$ cat src/srms_defs.vh
`ifndef SRMS_DEFS_VH
`define SRMS_DEFS_VH

// Host register offsets (byte addresses)
`define SRMS_CTRL_OFS      8'h00
`define SRMS_STATUS_OFS    8'h04
`define SRMS_TCODE_OFS     8'h08
`define SRMS_TEMP_OFS      8'h0c
`define SRMS_FREQ1_OFS     8'h10
`define SRMS_FREQ2_OFS     8'h14
`define SRMS_DELTA_OFS     8'h18
`define SRMS_CLKDIV_OFS    8'h1c
`define SRMS_R7ORIG_OFS    8'h20
`define SRMS_R13ORIG_OFS   8'h24
`define SRMS_R5ORIG_OFS    8'h28
`define SRMS_R7MEAS_OFS    8'h2c
`define SRMS_CALTEMP_OFS   8'h30

// Control register bits
`define SRMS_CTRL_RECAL    0
`define SRMS_CTRL_TEMP     1
`define SRMS_CTRL_FREQ     2
`define SRMS_CTRL_AUTO     4
`define SRMS_CTRL_INITD    5

// Timing, in microseconds and clock rate in MHz
`define SRMS_CLK_MHZ       250
`define SRMS_T_VCO_US      1200
`define SRMS_T_AMP_US      500
`define SRMS_T_NORM_US     100
`define SRMS_T_MEAS_US     428

// Sequence entry points and readback steps
`define SRMS_IDX_RECAL     6'd0
`define SRMS_IDX_TEMP      6'd21
`define SRMS_IDX_TEMPRB    6'd23
`define SRMS_IDX_FREQ      6'd26
`define SRMS_IDX_F2RB      6'd31

// Measurement field values and positions
`define SRMS_RB_FREQ_R3    32'h0189fb43
`define SRMS_SECOND_STEP_CLOCK_DIVIDER_MEAS     12'h00a
`define SRMS_DIVMODE_MEAS  2'h2
`define SRMS_RAMP_BIT      29

// Temperature conversion: code*7.33mV - 0.699V, over 6.4mV/C, in 1/256 C
`define SRMS_VLSB_10UV     20'h002dd
`define SRMS_VOFF_10UV     20'h1110c
`define SRMS_RECIP_5_Q16   20'h03333
`define SRMS_DRIFT_Q8      24'h000a00

`endif

$ cat src/srms_host.v
// Our own choices: the AHB-Lite interface to the registers and the placing of the registers.
`timescale 1ns/10ps
`include "srms_defs.vh"
module srms_host #(
    parameter        SPI_DIV   = 4,
    parameter        RB_BITS   = 16,
    parameter [19:0] DLY_VCO   = `SRMS_T_VCO_US * `SRMS_CLK_MHZ,
    parameter [19:0] DLY_AMP   = `SRMS_T_AMP_US * `SRMS_CLK_MHZ,
    parameter [19:0] DLY_NORM  = `SRMS_T_NORM_US * `SRMS_CLK_MHZ,
    parameter [19:0] DLY_MEAS  = `SRMS_T_MEAS_US * `SRMS_CLK_MHZ
) (
    input  wire        clk,        // 250 MHz clock
    input  wire        rst,        // Async reset, active high
    input  wire        hsel,       // AHB slave select
    input  wire [31:0] haddr,      // AHB address
    input  wire [1:0]  htrans,     // AHB transfer type
    input  wire        hwrite,     // AHB write
    input  wire [2:0]  hsize,      // AHB size
    input  wire [31:0] hwdata,     // AHB write data
    input  wire        hready,     // AHB bus ready
    output wire        hreadyout,  // AHB slave ready
    output wire        hresp,      // AHB response
    output reg  [31:0] hrdata,     // AHB read data
    output reg         spi_clk,    // Serial clock to device
    output reg         spi_data,   // Serial data to device
    output reg         spi_le,     // Load enable to device
    input  wire        spi_dout    // Serial readback from device
);
    localparam S_IDLE  = 3'd0;  // Waiting for a command
    localparam S_LOAD  = 3'd1;  // Fetch the next word
    localparam S_SHIFT = 3'd2;  // Clock out 32 bits
    localparam S_LATCH = 3'd3;  // Load enable pulse
    localparam S_READ  = 3'd4;  // Clock in the readback
    localparam S_WAIT  = 3'd5;  // Settling delay
    localparam S_NEXT  = 3'd6;  // Advance or finish

    reg  [2:0]  state_reg;
    reg  [5:0]  idx_reg;
    reg  [31:0] sh_reg;
    reg  [5:0]  bit_reg;
    reg         phase_reg;
    reg  [19:0] dly_reg;
    reg  [7:0]  div_reg;
    reg         dout_s1_reg, dout_s2_reg;
    reg  [RB_BITS-1:0] rb_reg;
    reg         auto_reg, initd_reg, pend_recal_reg;
    reg  [1:0]  op_reg;
    reg  [7:0]  tcode_reg;
    reg  signed [23:0] temp_reg, caltemp_reg;
    reg         caltemp_ok_reg;
    reg  [15:0] f1_reg, f2_reg, delta_reg;
    reg  [31:0] r7o_reg, r13o_reg, r5o_reg, r7m_reg;
    reg  [7:0]  a_addr_reg;
    reg         a_wr_reg;

    // One tick per serial half-period
    wire tick = (div_reg == SPI_DIV - 1);

    // Step table: {last, readback, delay[2:0], source[2:0], word}
    // Delay codes: 1 oscillator, 2 amplitude, 3 normal, 4 measurement
    // Source 0 takes the word from the table, others a stored word or one built from it
    function [39:0] step;
        input [5:0] i;
        begin
            case (i)
                6'd0:  step = {5'b00000, 3'd0, 32'h800fe500};
                6'd1:  step = {5'b00000, 3'd0, 32'h2a20b929};
                6'd2:  step = {5'b00000, 3'd0, 32'h01800827};
                6'd3:  step = {5'b00000, 3'd0, 32'h00000006};
                6'd4:  step = {5'b00000, 3'd0, 32'h01e38005};
                6'd5:  step = {5'b00000, 3'd0, 32'h00000004};
                6'd6:  step = {5'b00000, 3'd0, 32'h01897803};
                6'd7:  step = {5'b00000, 3'd0, 32'h00020642};
                6'd8:  step = {5'b00000, 3'd0, 32'hfff7ffe1};
                6'd9:  step = {5'b00001, 3'd0, 32'h800fe700};
                6'd10: step = {5'b00000, 3'd0, 32'h800fe560};
                6'd11: step = {5'b00010, 3'd0, 32'h800fed60};
                6'd12: step = {5'b00000, 3'd0, 32'h800fe5a0};
                6'd13: step = {5'b00010, 3'd0, 32'h800ff5a0};
                6'd14: step = {5'b00000, 3'd0, 32'h2800b929};
                6'd15: step = {5'b00000, 3'd0, 32'h0100a027};
                6'd16: step = {5'b00000, 3'd0, 32'h00000006};
                6'd17: step = {5'b00000, 3'd0, 32'h00f04005};
                6'd18: step = {5'b00000, 3'd0, 32'h00002004};
                6'd19: step = {5'b00011, 3'd0, 32'h0189f803};
                6'd20: step = {5'b10000, 3'd0, 32'h0000010b};
                6'd21: step = {5'b00000, 3'd0, 32'h00012064};
                6'd22: step = {5'b00000, 3'd0, 32'h0002a802};
                6'd23: step = {5'b01000, 3'd0, 32'h0189fac3};
                6'd24: step = {5'b00000, 3'd0, 32'h00002064};
                6'd25: step = {5'b10000, 3'd0, 32'h00020642};
                6'd26: step = {5'b01000, 3'd0, `SRMS_RB_FREQ_R3};
                6'd27: step = {5'b00000, 3'd1, 32'h00000000};
                6'd28: step = {5'b00000, 3'd2, 32'h00000000};
                6'd29: step = {5'b00000, 3'd3, 32'h00000000};
                6'd30: step = {5'b00100, 3'd4, 32'h00000000};
                6'd31: step = {5'b01000, 3'd0, `SRMS_RB_FREQ_R3};
                6'd32: step = {5'b00000, 3'd5, 32'h00000000};
                6'd33: step = {5'b00000, 3'd6, 32'h00000000};
                6'd34: step = {5'b10000, 3'd7, 32'h00000000};
                default: step = {5'b10000, 3'd0, 32'h00000000};
            endcase
        end
    endfunction

    wire [39:0] cur = step(idx_reg);
    wire [31:0] r13_second_step_clock_divider = {r13o_reg[31:19], `SRMS_SECOND_STEP_CLOCK_DIVIDER_MEAS, r13o_reg[6:0]};
    reg  [31:0] word;
    reg  [19:0] dly_sel;

    // Measurement words are built from what software stored beforehand
    always @* begin
        case (cur[34:32])
            3'd1: word = r7m_reg;
            3'd2: word = r13_second_step_clock_divider;
            3'd3: word = r5o_reg & ~(32'h00000001 << `SRMS_RAMP_BIT);
            3'd4: word = {r13_second_step_clock_divider[31:21], `SRMS_DIVMODE_MEAS, r13_second_step_clock_divider[18:0]};
            3'd5: word = r13o_reg;
            3'd6: word = r7o_reg;
            3'd7: word = r5o_reg;
            default: word = cur[31:0];
        endcase
        case (cur[37:35])
            3'd1: dly_sel = DLY_VCO;
            3'd2: dly_sel = DLY_AMP;
            3'd3: dly_sel = DLY_NORM;
            3'd4: dly_sel = DLY_MEAS;
            default: dly_sel = 20'h00000;
        endcase
    end

    // Temperature in 1/256 C; divide by 5 approximated by a Q16 reciprocal
    wire signed [39:0] mv_x = $signed({20'h00000, tcode_reg * `SRMS_VLSB_10UV})
                              - $signed({20'h00000, `SRMS_VOFF_10UV});
    wire signed [39:0] t_prod = (mv_x * 40'sd2) * $signed({20'h00000, `SRMS_RECIP_5_Q16});
    wire signed [23:0] temp_now = t_prod[39:16];
    wire signed [23:0] drift = temp_reg - caltemp_reg;
    wire drift_hit = (drift >= $signed(`SRMS_DRIFT_Q8)) ||
                     (drift <= -$signed(`SRMS_DRIFT_Q8));
    // New reading against the calibration point, before it is stored
    wire signed [23:0] drift_new = temp_now - caltemp_reg;
    wire drift_new_hit = (drift_new >= $signed(`SRMS_DRIFT_Q8)) ||
                         (drift_new <= -$signed(`SRMS_DRIFT_Q8));
    wire [15:0] delta_now = f2_reg - f1_reg;  // Wraps mod 2^16 on its own
    // Divider in force while counting, not the one restored afterwards
    wire [31:0] clkdiv = {8'h00, `SRMS_SECOND_STEP_CLOCK_DIVIDER_MEAS, r7m_reg[23:12]};

    // AHB-Lite slave, zero wait states, always OKAY
    // Read data registered at the address phase stands through the data phase
    assign hreadyout = 1'b1;
    assign hresp     = 1'b0;
    wire   a_valid   = hsel && hready && htrans[1];
    wire   wr_ctrl   = a_wr_reg && (a_addr_reg == `SRMS_CTRL_OFS);
    wire   busy      = (state_reg != S_IDLE);

    always @(posedge clk or posedge rst) begin
        if (rst) begin
            a_wr_reg   <= 1'b0;
            a_addr_reg <= 8'h00;
            hrdata     <= 32'h00000000;
        end else begin
            a_wr_reg   <= a_valid && hwrite;
            a_addr_reg <= haddr[7:0];
            if (a_valid && !hwrite) begin
                case (haddr[7:0])
                    `SRMS_CTRL_OFS:    hrdata <= {26'h0, initd_reg, auto_reg, 4'h0};
                    `SRMS_STATUS_OFS:  hrdata <= {24'h0, idx_reg, op_reg == 2'd1, busy};
                    `SRMS_TCODE_OFS:   hrdata <= {24'h0, tcode_reg};
                    `SRMS_TEMP_OFS:    hrdata <= {{8{temp_reg[23]}}, temp_reg};
                    `SRMS_FREQ1_OFS:   hrdata <= {16'h0, f1_reg};
                    `SRMS_FREQ2_OFS:   hrdata <= {16'h0, f2_reg};
                    `SRMS_DELTA_OFS:   hrdata <= {16'h0, delta_reg};
                    `SRMS_CLKDIV_OFS:  hrdata <= clkdiv;
                    `SRMS_R7ORIG_OFS:  hrdata <= r7o_reg;
                    `SRMS_R13ORIG_OFS: hrdata <= r13o_reg;
                    `SRMS_R5ORIG_OFS:  hrdata <= r5o_reg;
                    `SRMS_R7MEAS_OFS:  hrdata <= r7m_reg;
                    `SRMS_CALTEMP_OFS: hrdata <= {{8{caltemp_reg[23]}}, caltemp_reg};
                    default:           hrdata <= 32'h00000000;
                endcase
            end
        end
    end

    // Stored device words; software loads them before a measurement
    always @(posedge clk or posedge rst) begin
        if (rst) begin
            r7o_reg  <= 32'h00000000;
            r13o_reg <= 32'h00000000;
            r5o_reg  <= 32'h00000000;
            r7m_reg  <= 32'h00000000;
            auto_reg <= 1'b0;
            initd_reg <= 1'b0;
        end else if (a_wr_reg) begin
            case (a_addr_reg)
                `SRMS_CTRL_OFS: begin
                    auto_reg  <= hwdata[`SRMS_CTRL_AUTO];
                    initd_reg <= hwdata[`SRMS_CTRL_INITD];
                end
                `SRMS_R7ORIG_OFS:  r7o_reg  <= hwdata;
                `SRMS_R13ORIG_OFS: r13o_reg <= hwdata;
                `SRMS_R5ORIG_OFS:  r5o_reg  <= hwdata;
                `SRMS_R7MEAS_OFS:  r7m_reg  <= hwdata;
                default: ;
            endcase
        end
    end

    // Readback pin crosses in from the device
    always @(posedge clk or posedge rst) begin
        if (rst) begin
            dout_s1_reg <= 1'b0;
            dout_s2_reg <= 1'b0;
            div_reg     <= 8'h00;
        end else begin
            dout_s1_reg <= spi_dout;
            dout_s2_reg <= dout_s1_reg;
            // Held at zero while idle so the first frame of a run starts in phase
            div_reg     <= (tick || !busy) ? 8'h00 : div_reg + 8'h01;
        end
    end

    // Sequencer: one table step per frame, then its delay
    always @(posedge clk or posedge rst) begin
        if (rst) begin
            state_reg <= S_IDLE;
            idx_reg   <= 6'd0;
            sh_reg    <= 32'h00000000;
            bit_reg   <= 6'd0;
            phase_reg <= 1'b0;
            dly_reg   <= 20'h00000;
            rb_reg    <= {RB_BITS{1'b0}};
            spi_clk   <= 1'b0;
            spi_data  <= 1'b0;
            spi_le    <= 1'b0;
            op_reg    <= 2'd0;
            pend_recal_reg <= 1'b0;
            tcode_reg <= 8'h00;
            temp_reg  <= 24'h000000;
            caltemp_reg <= 24'h000000;
            caltemp_ok_reg <= 1'b0;
            f1_reg    <= 16'h0000;
            f2_reg    <= 16'h0000;
            delta_reg <= 16'h0000;
        end else begin
            case (state_reg)
                S_IDLE: begin
                    if (pend_recal_reg) begin
                        pend_recal_reg <= 1'b0;
                        op_reg    <= 2'd1;
                        idx_reg   <= `SRMS_IDX_RECAL;
                        state_reg <= S_LOAD;
                    end else if (wr_ctrl && hwdata[`SRMS_CTRL_TEMP]) begin
                        op_reg    <= 2'd2;
                        idx_reg   <= `SRMS_IDX_TEMP;
                        state_reg <= S_LOAD;
                    end else if (wr_ctrl && hwdata[`SRMS_CTRL_FREQ]) begin
                        op_reg    <= 2'd3;
                        idx_reg   <= `SRMS_IDX_FREQ;
                        state_reg <= S_LOAD;
                    end
                end
                // First bit goes out with the clock low
                S_LOAD: begin
                    sh_reg    <= word;
                    spi_data  <= word[31];
                    bit_reg   <= 6'd0;
                    phase_reg <= 1'b0;
                    state_reg <= S_SHIFT;
                end
                S_SHIFT: if (tick) begin
                    phase_reg <= ~phase_reg;
                    spi_clk   <= ~phase_reg;
                    if (phase_reg) begin
                        if (bit_reg == 6'd31) begin
                            state_reg <= S_LATCH;
                        end else begin
                            sh_reg   <= {sh_reg[30:0], 1'b0};
                            spi_data <= sh_reg[30];
                            bit_reg  <= bit_reg + 6'd1;
                        end
                    end
                end
                S_LATCH: if (tick) begin
                    spi_le <= ~spi_le;
                    if (spi_le) begin
                        // Frame closed; the delay is loaded now and counts down after any readback
                        spi_data  <= 1'b0;
                        bit_reg   <= 6'd0;
                        phase_reg <= 1'b0;
                        dly_reg   <= dly_sel;
                        state_reg <= cur[38] ? S_READ : S_WAIT;
                    end
                end
                // Sample just before the falling edge; the device shifts on it
                S_READ: if (tick) begin
                    phase_reg <= ~phase_reg;
                    spi_clk   <= ~phase_reg;
                    if (phase_reg) begin
                        rb_reg  <= {rb_reg[RB_BITS-2:0], dout_s2_reg};
                        bit_reg <= bit_reg + 6'd1;
                        if (bit_reg == RB_BITS - 1)
                            state_reg <= S_WAIT;
                    end
                end
                // Results are taken once the readback frame is over
                S_WAIT: begin
                    if (idx_reg == `SRMS_IDX_TEMPRB && cur[38] && dly_reg == 20'h0)
                        tcode_reg <= rb_reg[7:0];
                    if (idx_reg == `SRMS_IDX_FREQ && dly_reg == 20'h0)
                        f1_reg <= rb_reg[15:0];
                    if (idx_reg == `SRMS_IDX_F2RB && dly_reg == 20'h0)
                        f2_reg <= rb_reg[15:0];
                    if (dly_reg == 20'h0)
                        state_reg <= S_NEXT;
                    else
                        dly_reg <= dly_reg - 20'h00001;
                end
                // Calibration point is the last reading before the run
                S_NEXT: begin
                    if (cur[39]) begin
                        state_reg <= S_IDLE;
                        if (op_reg == 2'd1) begin
                            caltemp_reg    <= temp_reg;
                            caltemp_ok_reg <= 1'b1;
                        end
                        if (op_reg == 2'd2) begin
                            temp_reg <= temp_now;
                            if (auto_reg && initd_reg && caltemp_ok_reg && drift_new_hit)
                                pend_recal_reg <= 1'b1;
                        end
                        if (op_reg == 2'd3)
                            delta_reg <= delta_now;
                        op_reg <= 2'd0;
                    end else begin
                        idx_reg   <= idx_reg + 6'd1;
                        state_reg <= S_LOAD;
                    end
                end
                default: state_reg <= S_IDLE;
            endcase
            // Placed last so a new request wins over taking the pending one
            if (wr_ctrl && hwdata[`SRMS_CTRL_RECAL] && initd_reg)
                pend_recal_reg <= 1'b1;
        end
    end

    // Transfer size ignored: only whole words are served
    wire unused_ok = drift_hit ^ (|hsize);
endmodule // srms_host

$ cat config.mk
export PLATFORM = sky130hd
export DESIGN_NAME = srms_host
export DESIGN_NICKNAME = d
export VERILOG_FILES = /design/src/srms_host.v
export VERILOG_INCLUDE_DIRS = /design/src
export SDC_FILE = /design/constraint.sdc
export NUM_CORES = 1
export LEC_CHECK = 0
export BUFFER_PORTS_ARGS = -buffer_cell sky130_fd_sc_hd__buf_2
export CAP_MARGIN = 20
export CORE_MARGIN = 5
export CORE_UTILIZATION = 61
export DETAILED_ROUTE_END_ITERATION = 10
export PLACE_DENSITY = 0.78
export SLEW_MARGIN = 20
export SYNTH_ARGS = -nofsm -noshare
export SYNTH_HDL_FRONTEND = slang
export SYNTH_SLANG_ARGS = --single-unit
$ cat constraint.sdc
create_clock -name clk -period 18.7 [get_ports clk]
set_clock_uncertainty 0.1 [all_clocks]
set_input_delay 2.805 -clock clk [delete_from_list [all_inputs] [get_ports clk]]
set_output_delay 2.805 -clock clk [all_outputs]
set_load 0.05 [all_outputs]
==> Word-level counts from Yosys, hierarchy flattened <==
Memory sizes are Yosys's and may differ from the RTL's.
Cells that the tools add are included.
{ "classes": {"addsub": 7, "n_mul": 2, "div": 0, "magnitude_cmp": 2, "n_eq_ne": 60, "shifts": 0, "n_mux": 58, "bitwise": 2, "reduce_logical": 56} }
{ "op_table": {"columns": ["op", "count"], "rows": [
  ["32-bit case mux with 13 select lines", 1],
  ["32-bit case mux with 7 select lines", 1],
  ["31-bit 2-to-1 mux", 3],
  ["19-bit case mux with 4 select lines", 1],
  ["8-bit by 6-bit == test with 1-bit output (second input constant)", 9],
  ["6-bit 2-to-1 mux", 11],
  ["31-bit case mux with 2 select lines", 1],
  ["20-bit 2-to-1 mux", 3],
  ["20-bit case mux with 2 select lines", 1],
  ["3-bit 2-to-1 mux", 12],
  ["19-bit by 15-bit multiplier with 34-bit output (second input constant)", 1],
  ["8-bit by 5-bit == test with 1-bit output (second input constant)", 4],
  ["2-bit != test (second input constant)", 13],
  ["3-bit == test (second input constant)", 8],
  ["6-bit by 5-bit == test with 1-bit output (second input constant)", 4],
  ["24-bit by 13-bit greater-or-equal comparator with 1-bit output (second input constant)", 1],
  ["24-bit by 13-bit <= comparator with 1-bit output (second input constant)", 1],
  ["6-bit case mux with 4 select lines", 1],
  ["3-bit case mux with 7 select lines", 1],
  ["20-bit logical NOT", 1],
  ["2-bit AND reduction", 10],
  ["19-bit by 19-bit subtractor with 20-bit output", 1],
  ["20-bit by 1-bit subtractor with 20-bit output (second input constant)", 1],
  ["18-bit by 17-bit subtractor with 19-bit output (second input constant)", 1],
  ["37 further kinds", 96]
]} }
{ "word_totals": {"ff_bits": 365, "latchBits": 0, "ramBits": 0, "romBits": 2496, "output_inout_bits": 37, "n_memories": 1} }
{ "memory_table": {"columns": ["name", "depth", "width", "rd", "rd_ports_with_merged_regs", "wr", "line_no", "source"], "rows": [
  ["(no name shown)", 64, 39, 1, 0, 0, "srms_host.v:65", "case (i)"]
]} }

==> Depth between registers and ports, before layout <==
{ "logic_depth": {"ltp_word": 12, "ltp_mapped": 48, "mapped_depth_nobuf": 47} }

==> Worst setup path before layout <==
No wires, ideal clock.
{ "synth_timing": {"kind": "reg2reg", "start": "reg tcode_reg[2]", "end": "reg pend_recal_reg", "setup_ns": 0.130, "t_arrival_ns": 11.050, "path_slack_ns": 7.420, "path_stages_with_launch": 46, "path_buffers": 1, "period_less_slack_ns": 11.280, "cell_sequence": "dfrtp_1 -> inv_1 -> fa_1 -> inv_1 -> ha_1 -> ha_1 -> inv_1 -> fa_1 -> inv_1 -> ha_1 -> fa_1 -> a211oi_2 -> nor4_2 -> nor2_1 -> a2111oi_4 -> nor3_2 -> xnor2_2 -> buf_2 -> [... 10 more ...] -> a21o_1 -> a21o_1 -> a211o_1 -> a22o_1 -> a31oi_1 -> nor2b_1 -> o21bai_1 -> xor2_1 -> ha_1 -> and3_1 -> and4bb_2 -> a211oi_1 -> o21ai_0 -> xor2_1 -> o2111ai_1 -> a211o_1 -> o41ai_1 -> o21ai_1"} }
{ "synth_between": {"elab_chain_cells": 9, "word_cells_on_any_way": 10} }
{ "synth_rtl": {"columns": ["item", "line_no", "source"], "rows": [
  ["start, declared", "srms_host.v:48", "reg [7:0] tcode_reg;"],
  ["start signal, assigned", "srms_host.v:309", "tcode_reg <= rb_reg[7:0];"],
  ["8-bit by 10-bit multiplier with 18-bit output (no source line) (*)", null, null],
  ["18-bit by 17-bit subtractor with 19-bit output (*)", "srms_host.v:133", "wire signed [39:0] mv_x = $signed({20'h00000, tcode_reg * `SRMS_VLSB_10UV})"],
  ["19-bit by 15-bit multiplier with 34-bit output (*)", "srms_host.v:135", "wire signed [39:0] t_prod = (mv_x * 40'sd2) * $signed({20'h00000, `SRMS_RECIP_5_Q16});"],
  ["via t_prod[27]", "srms_host.v:135", null],
  ["19-bit by 19-bit subtractor with 20-bit output (*)", "srms_host.v:141", "wire signed [23:0] drift_new = temp_now - caltemp_reg;"],
  ["24-bit by 13-bit greater-or-equal comparator with 1-bit output or 24-bit by 13-bit <= comparator with 1-bit output (tied branches)", "srms_host.v:142, srms_host.v:143", null],
  ["1-bit logical OR (*)", "srms_host.v:142", "wire drift_new_hit = (drift_new >= $signed(`SRMS_DRIFT_Q8)) ||"],
  ["1-bit logical AND (*)", "srms_host.v:329", "if (auto_reg && initd_reg && caltemp_ok_reg && drift_new_hit)"],
  ["3-bit != test (no source line) (*)", null, null],
  ["4-bit AND reduction (no source line) (*)", null, null],
  ["end signal, assigned", "srms_host.v:237", "pend_recal_reg <= 1'b0;"],
  ["end signal, assigned", "srms_host.v:330", "pend_recal_reg <= 1'b1;"],
  ["end signal, assigned", "srms_host.v:344", "pend_recal_reg <= 1'b1;"],
  ["end, declared", "srms_host.v:46", "reg auto_reg, initd_reg, pend_recal_reg;"]
]} }
Mark *: on every way through the listed nets, which the timed path passes. The rest lies on a longest branch.
A chain may end at the register's enable or synchronous reset.

==> Worst setup path after layout <==
{ "layout_timing": {"start": "reg tcode_reg[1]", "end": "reg pend_recal_reg"} }
The elaborated chain is that of the path after synthesis.

==> impl_metrics.json <==
{
  "crit_fanout": 8,
  "antenna_found_initial": 3,
  "synth_area_leader_cell": "dfrtp_1",
  "cts_root_buffer": "clkbuf_16",
  "yosys_warnings": 0,
  "yosysSeqAreaShare_pct": 34.02,
  "setup_slack_ns": 4.901,
  "hold_buffers": 0,
  "setup_viol": 0,
  "globalplace.congestion": 0.9448,
  "status": "finished, final reports clean",
  "cts_sinks": 365,
  "worstHoldPathType": "flop to flop",
  "power_density_nw_per_um2": 58.84,
  "crit_slowest_cell": "o41ai_1",
  "diodes": 0,
  "ys_types": 97,
  "clock_latency_ns": 0.57,
  "start_kind": "flop",
  "rows": 76,
  "start_util_pct": 62.05,
  "slowest_delay_ns": 0.75,
  "final_area_um2": 29070,
  "drv_slew": 0,
  "relSlewSlack_pct": 22.07,
  "finalWorstPathRequiredPeriod_ns": 13.80,
  "die_h_um": 219.8,
  "reg2regPathDepth": 43,
  "hold_viol": 0,
  "gr-total-overflow": 0,
  "power_mw": 1.710,
  "synth_enable_flop_cells": 0,
  "grt_start_max_net_pins": 181,
  "cts_max_path_buffers": 3,
  "core_area_um2": 43270,
  "fin_nets": 3216,
  "r2r_slack_ns": 4.90,
  "cts_tree": "yes",
  "io_pins": 112,
  "portBuffers": 81,
  "synth_most_common_cell": "dfrtp_1",
  "dieWidth_um": 219.8,
  "via_per_inst": 6.517,
  "post-place-ws_ns": 5.049,
  "grt_use_total_pct": 32.33,
  "ctsResizeCount": 0,
  "synth_ff_type": "dfrtp_1",
  "numCtsBuffers": 40,
  "syn_nets": 3191,
  "syn_to_final_growth_pct": 8.267,
  "post_dp_cell_area_um2": 27800,
  "tightest_slew_ns": 1.166,
  "critPathKind": "flop to flop",
  "dr.pass1.iters": 11,
  "cap_violations": 0,
  "critPathArrivalTime_ns": 14.11,
  "hpwl_um": 56850,
  "cts_setup_buffers": 0,
  "rsz0062_at_grt": "no",
  "tns_ns": 0,
  "leakage_nw": 13.03,
  "cts_max_level": 2,
  "drt_iter0_drc": 2605,
  "dieArea_um2": 48310,
  "fin_crit_sh_pct": 73.79,
  "synthCells": 2792,
  "async_flop_share_pct": 100.0,
  "synth.avg_cell_area_um2": 9.616,
  "yosysTopAreaCellShare_pct": 34.02,
  "syn_area_um2": 26850,
  "antenna_left": 0,
  "path_clk_slew_ns": 0.06,
  "drive_above_1_share_pct": 14.13,
  "peakVddDrop_uv": 76.56,
  "ys_ff_latch": 365,
  "grt_pass1_wl_um": 123600,
  "wl_per_cell_um": 22.92,
  "routed_wl_um": 78610,
  "synthTopCellsByCount": "dfrtp_1 (365), inv_1 (288), nand2_1 (244), ha_1 (202), nor2_1 (196)",
  "max_clock_freq_mhz": 72.47,
  "end_kind": "flop",
  "post-route-drc-count": 0,
  "hold_depth": 0,
  "yosys-top-cells-area": "dfrtp_1 (34%), ha_1 (9.4%), fa_1 (9.1%), mux2_2 (7.2%), inv_1 (4.0%)",
  "crit_required_ns": 19.01,
  "grt_pass1_vias": 22450,
  "vias": 22360
}
[worst max-delay path, delay by kind of cell, from the launching register on]
kind	cells	cell delay, ns
adder cells (fa/ha/maj)	14	6.16
AND/OR/NAND/NOR	7	1.27
buffers and inverters	6	0.69
AO/OA/AOI/OAI	13	3.95
XOR/XNOR	3	0.92
flip-flops	1	0.54
[metal layers]
layer / global-route usage [%] / share of wire (%) / vias up
li1: - / - / 10030
met1: 44.26 / 41 / 11020
met2: 50.47 / 45 / 1048
met3: 7.281 / 9.2 / 253
met4: 12.69 / 4.3 / 4
met5: 0 / 0.027 / -
[worst paths after layout]
check	start	end
min in group asynchronous	rst	div_reg[3]
setup reg to reg	tcode_reg[1]	pend_recal_reg
hold / removal	dout_s1_reg	dout_s2_reg
max in group asynchronous	rst	f1_reg[8]
setup / recovery	tcode_reg[1]	pend_recal_reg
hold reg to reg	dout_s1_reg	dout_s2_reg
[cell usage in the layout, fill, tap and decap left out, types with 41 or more instances in the layout]
master,synthesis,routed
inv_1,288,287
nor2_1,196,187
a22oi_1,42,42
ha_1,202,202
nand3_1,45,44
a222oi_1,53,53
dfrtp_1,365,365
xor2_1,43,43
clkbuf_16,0,41
buf_2,18,81
a21oi_1,126,126
o21ai_0,180,180
fa_1,122,122
mux2_2,171,171
xnor2_1,41,41
nand2_1,244,244
[cells by family after synthesis]
kind of cell / share of synthesized area [%]
XOR/XNOR: 2.964
adder cells (fa/ha/maj): 18.51
flip-flops: 34.02
AND/OR/NAND/NOR: 11.40
multiplexers: 7.922
AO/OA/AOI/OAI: 19.10
buffers and inverters: 6.054
other: 0.02797
[power by group]
group          leakage, nW  switching [mW]  internal (mW)
clock network        0.612           0.329          0.435
logic                 7.75          0.0764         0.0307
registers             4.67          0.0235          0.816
[cell type report]
| class | instances | area, um^2 |
|---|---|---|
| Multi-Input combinational cell | 2003 | 16170 |
| Fill cell | 3327 | 14200 |
| Sequential cell | 365 | 9134 |
| Clock buffer | 60 | 1177 |
| Inverter | 292 | 1104 |
| Tap cell | 585 | 732.0 |
| Timing Repair Buffer | 115 | 693.2 |
| Clock inverter | 10 | 56.30 |
[stage by stage]
step	hold WS [ns]	utilization, %	instances
after floorplan	0.2312	-	2792
after global routing	0.2707	67.18	3430
after detailed placement	0.2365	64.25	3359
final	0.2558	67.18	3430
after global placement	0.2414	64.25	3359
after CTS	0.2603	67.10	3429
No activity file was read; power rests on OpenSTA's default activity.
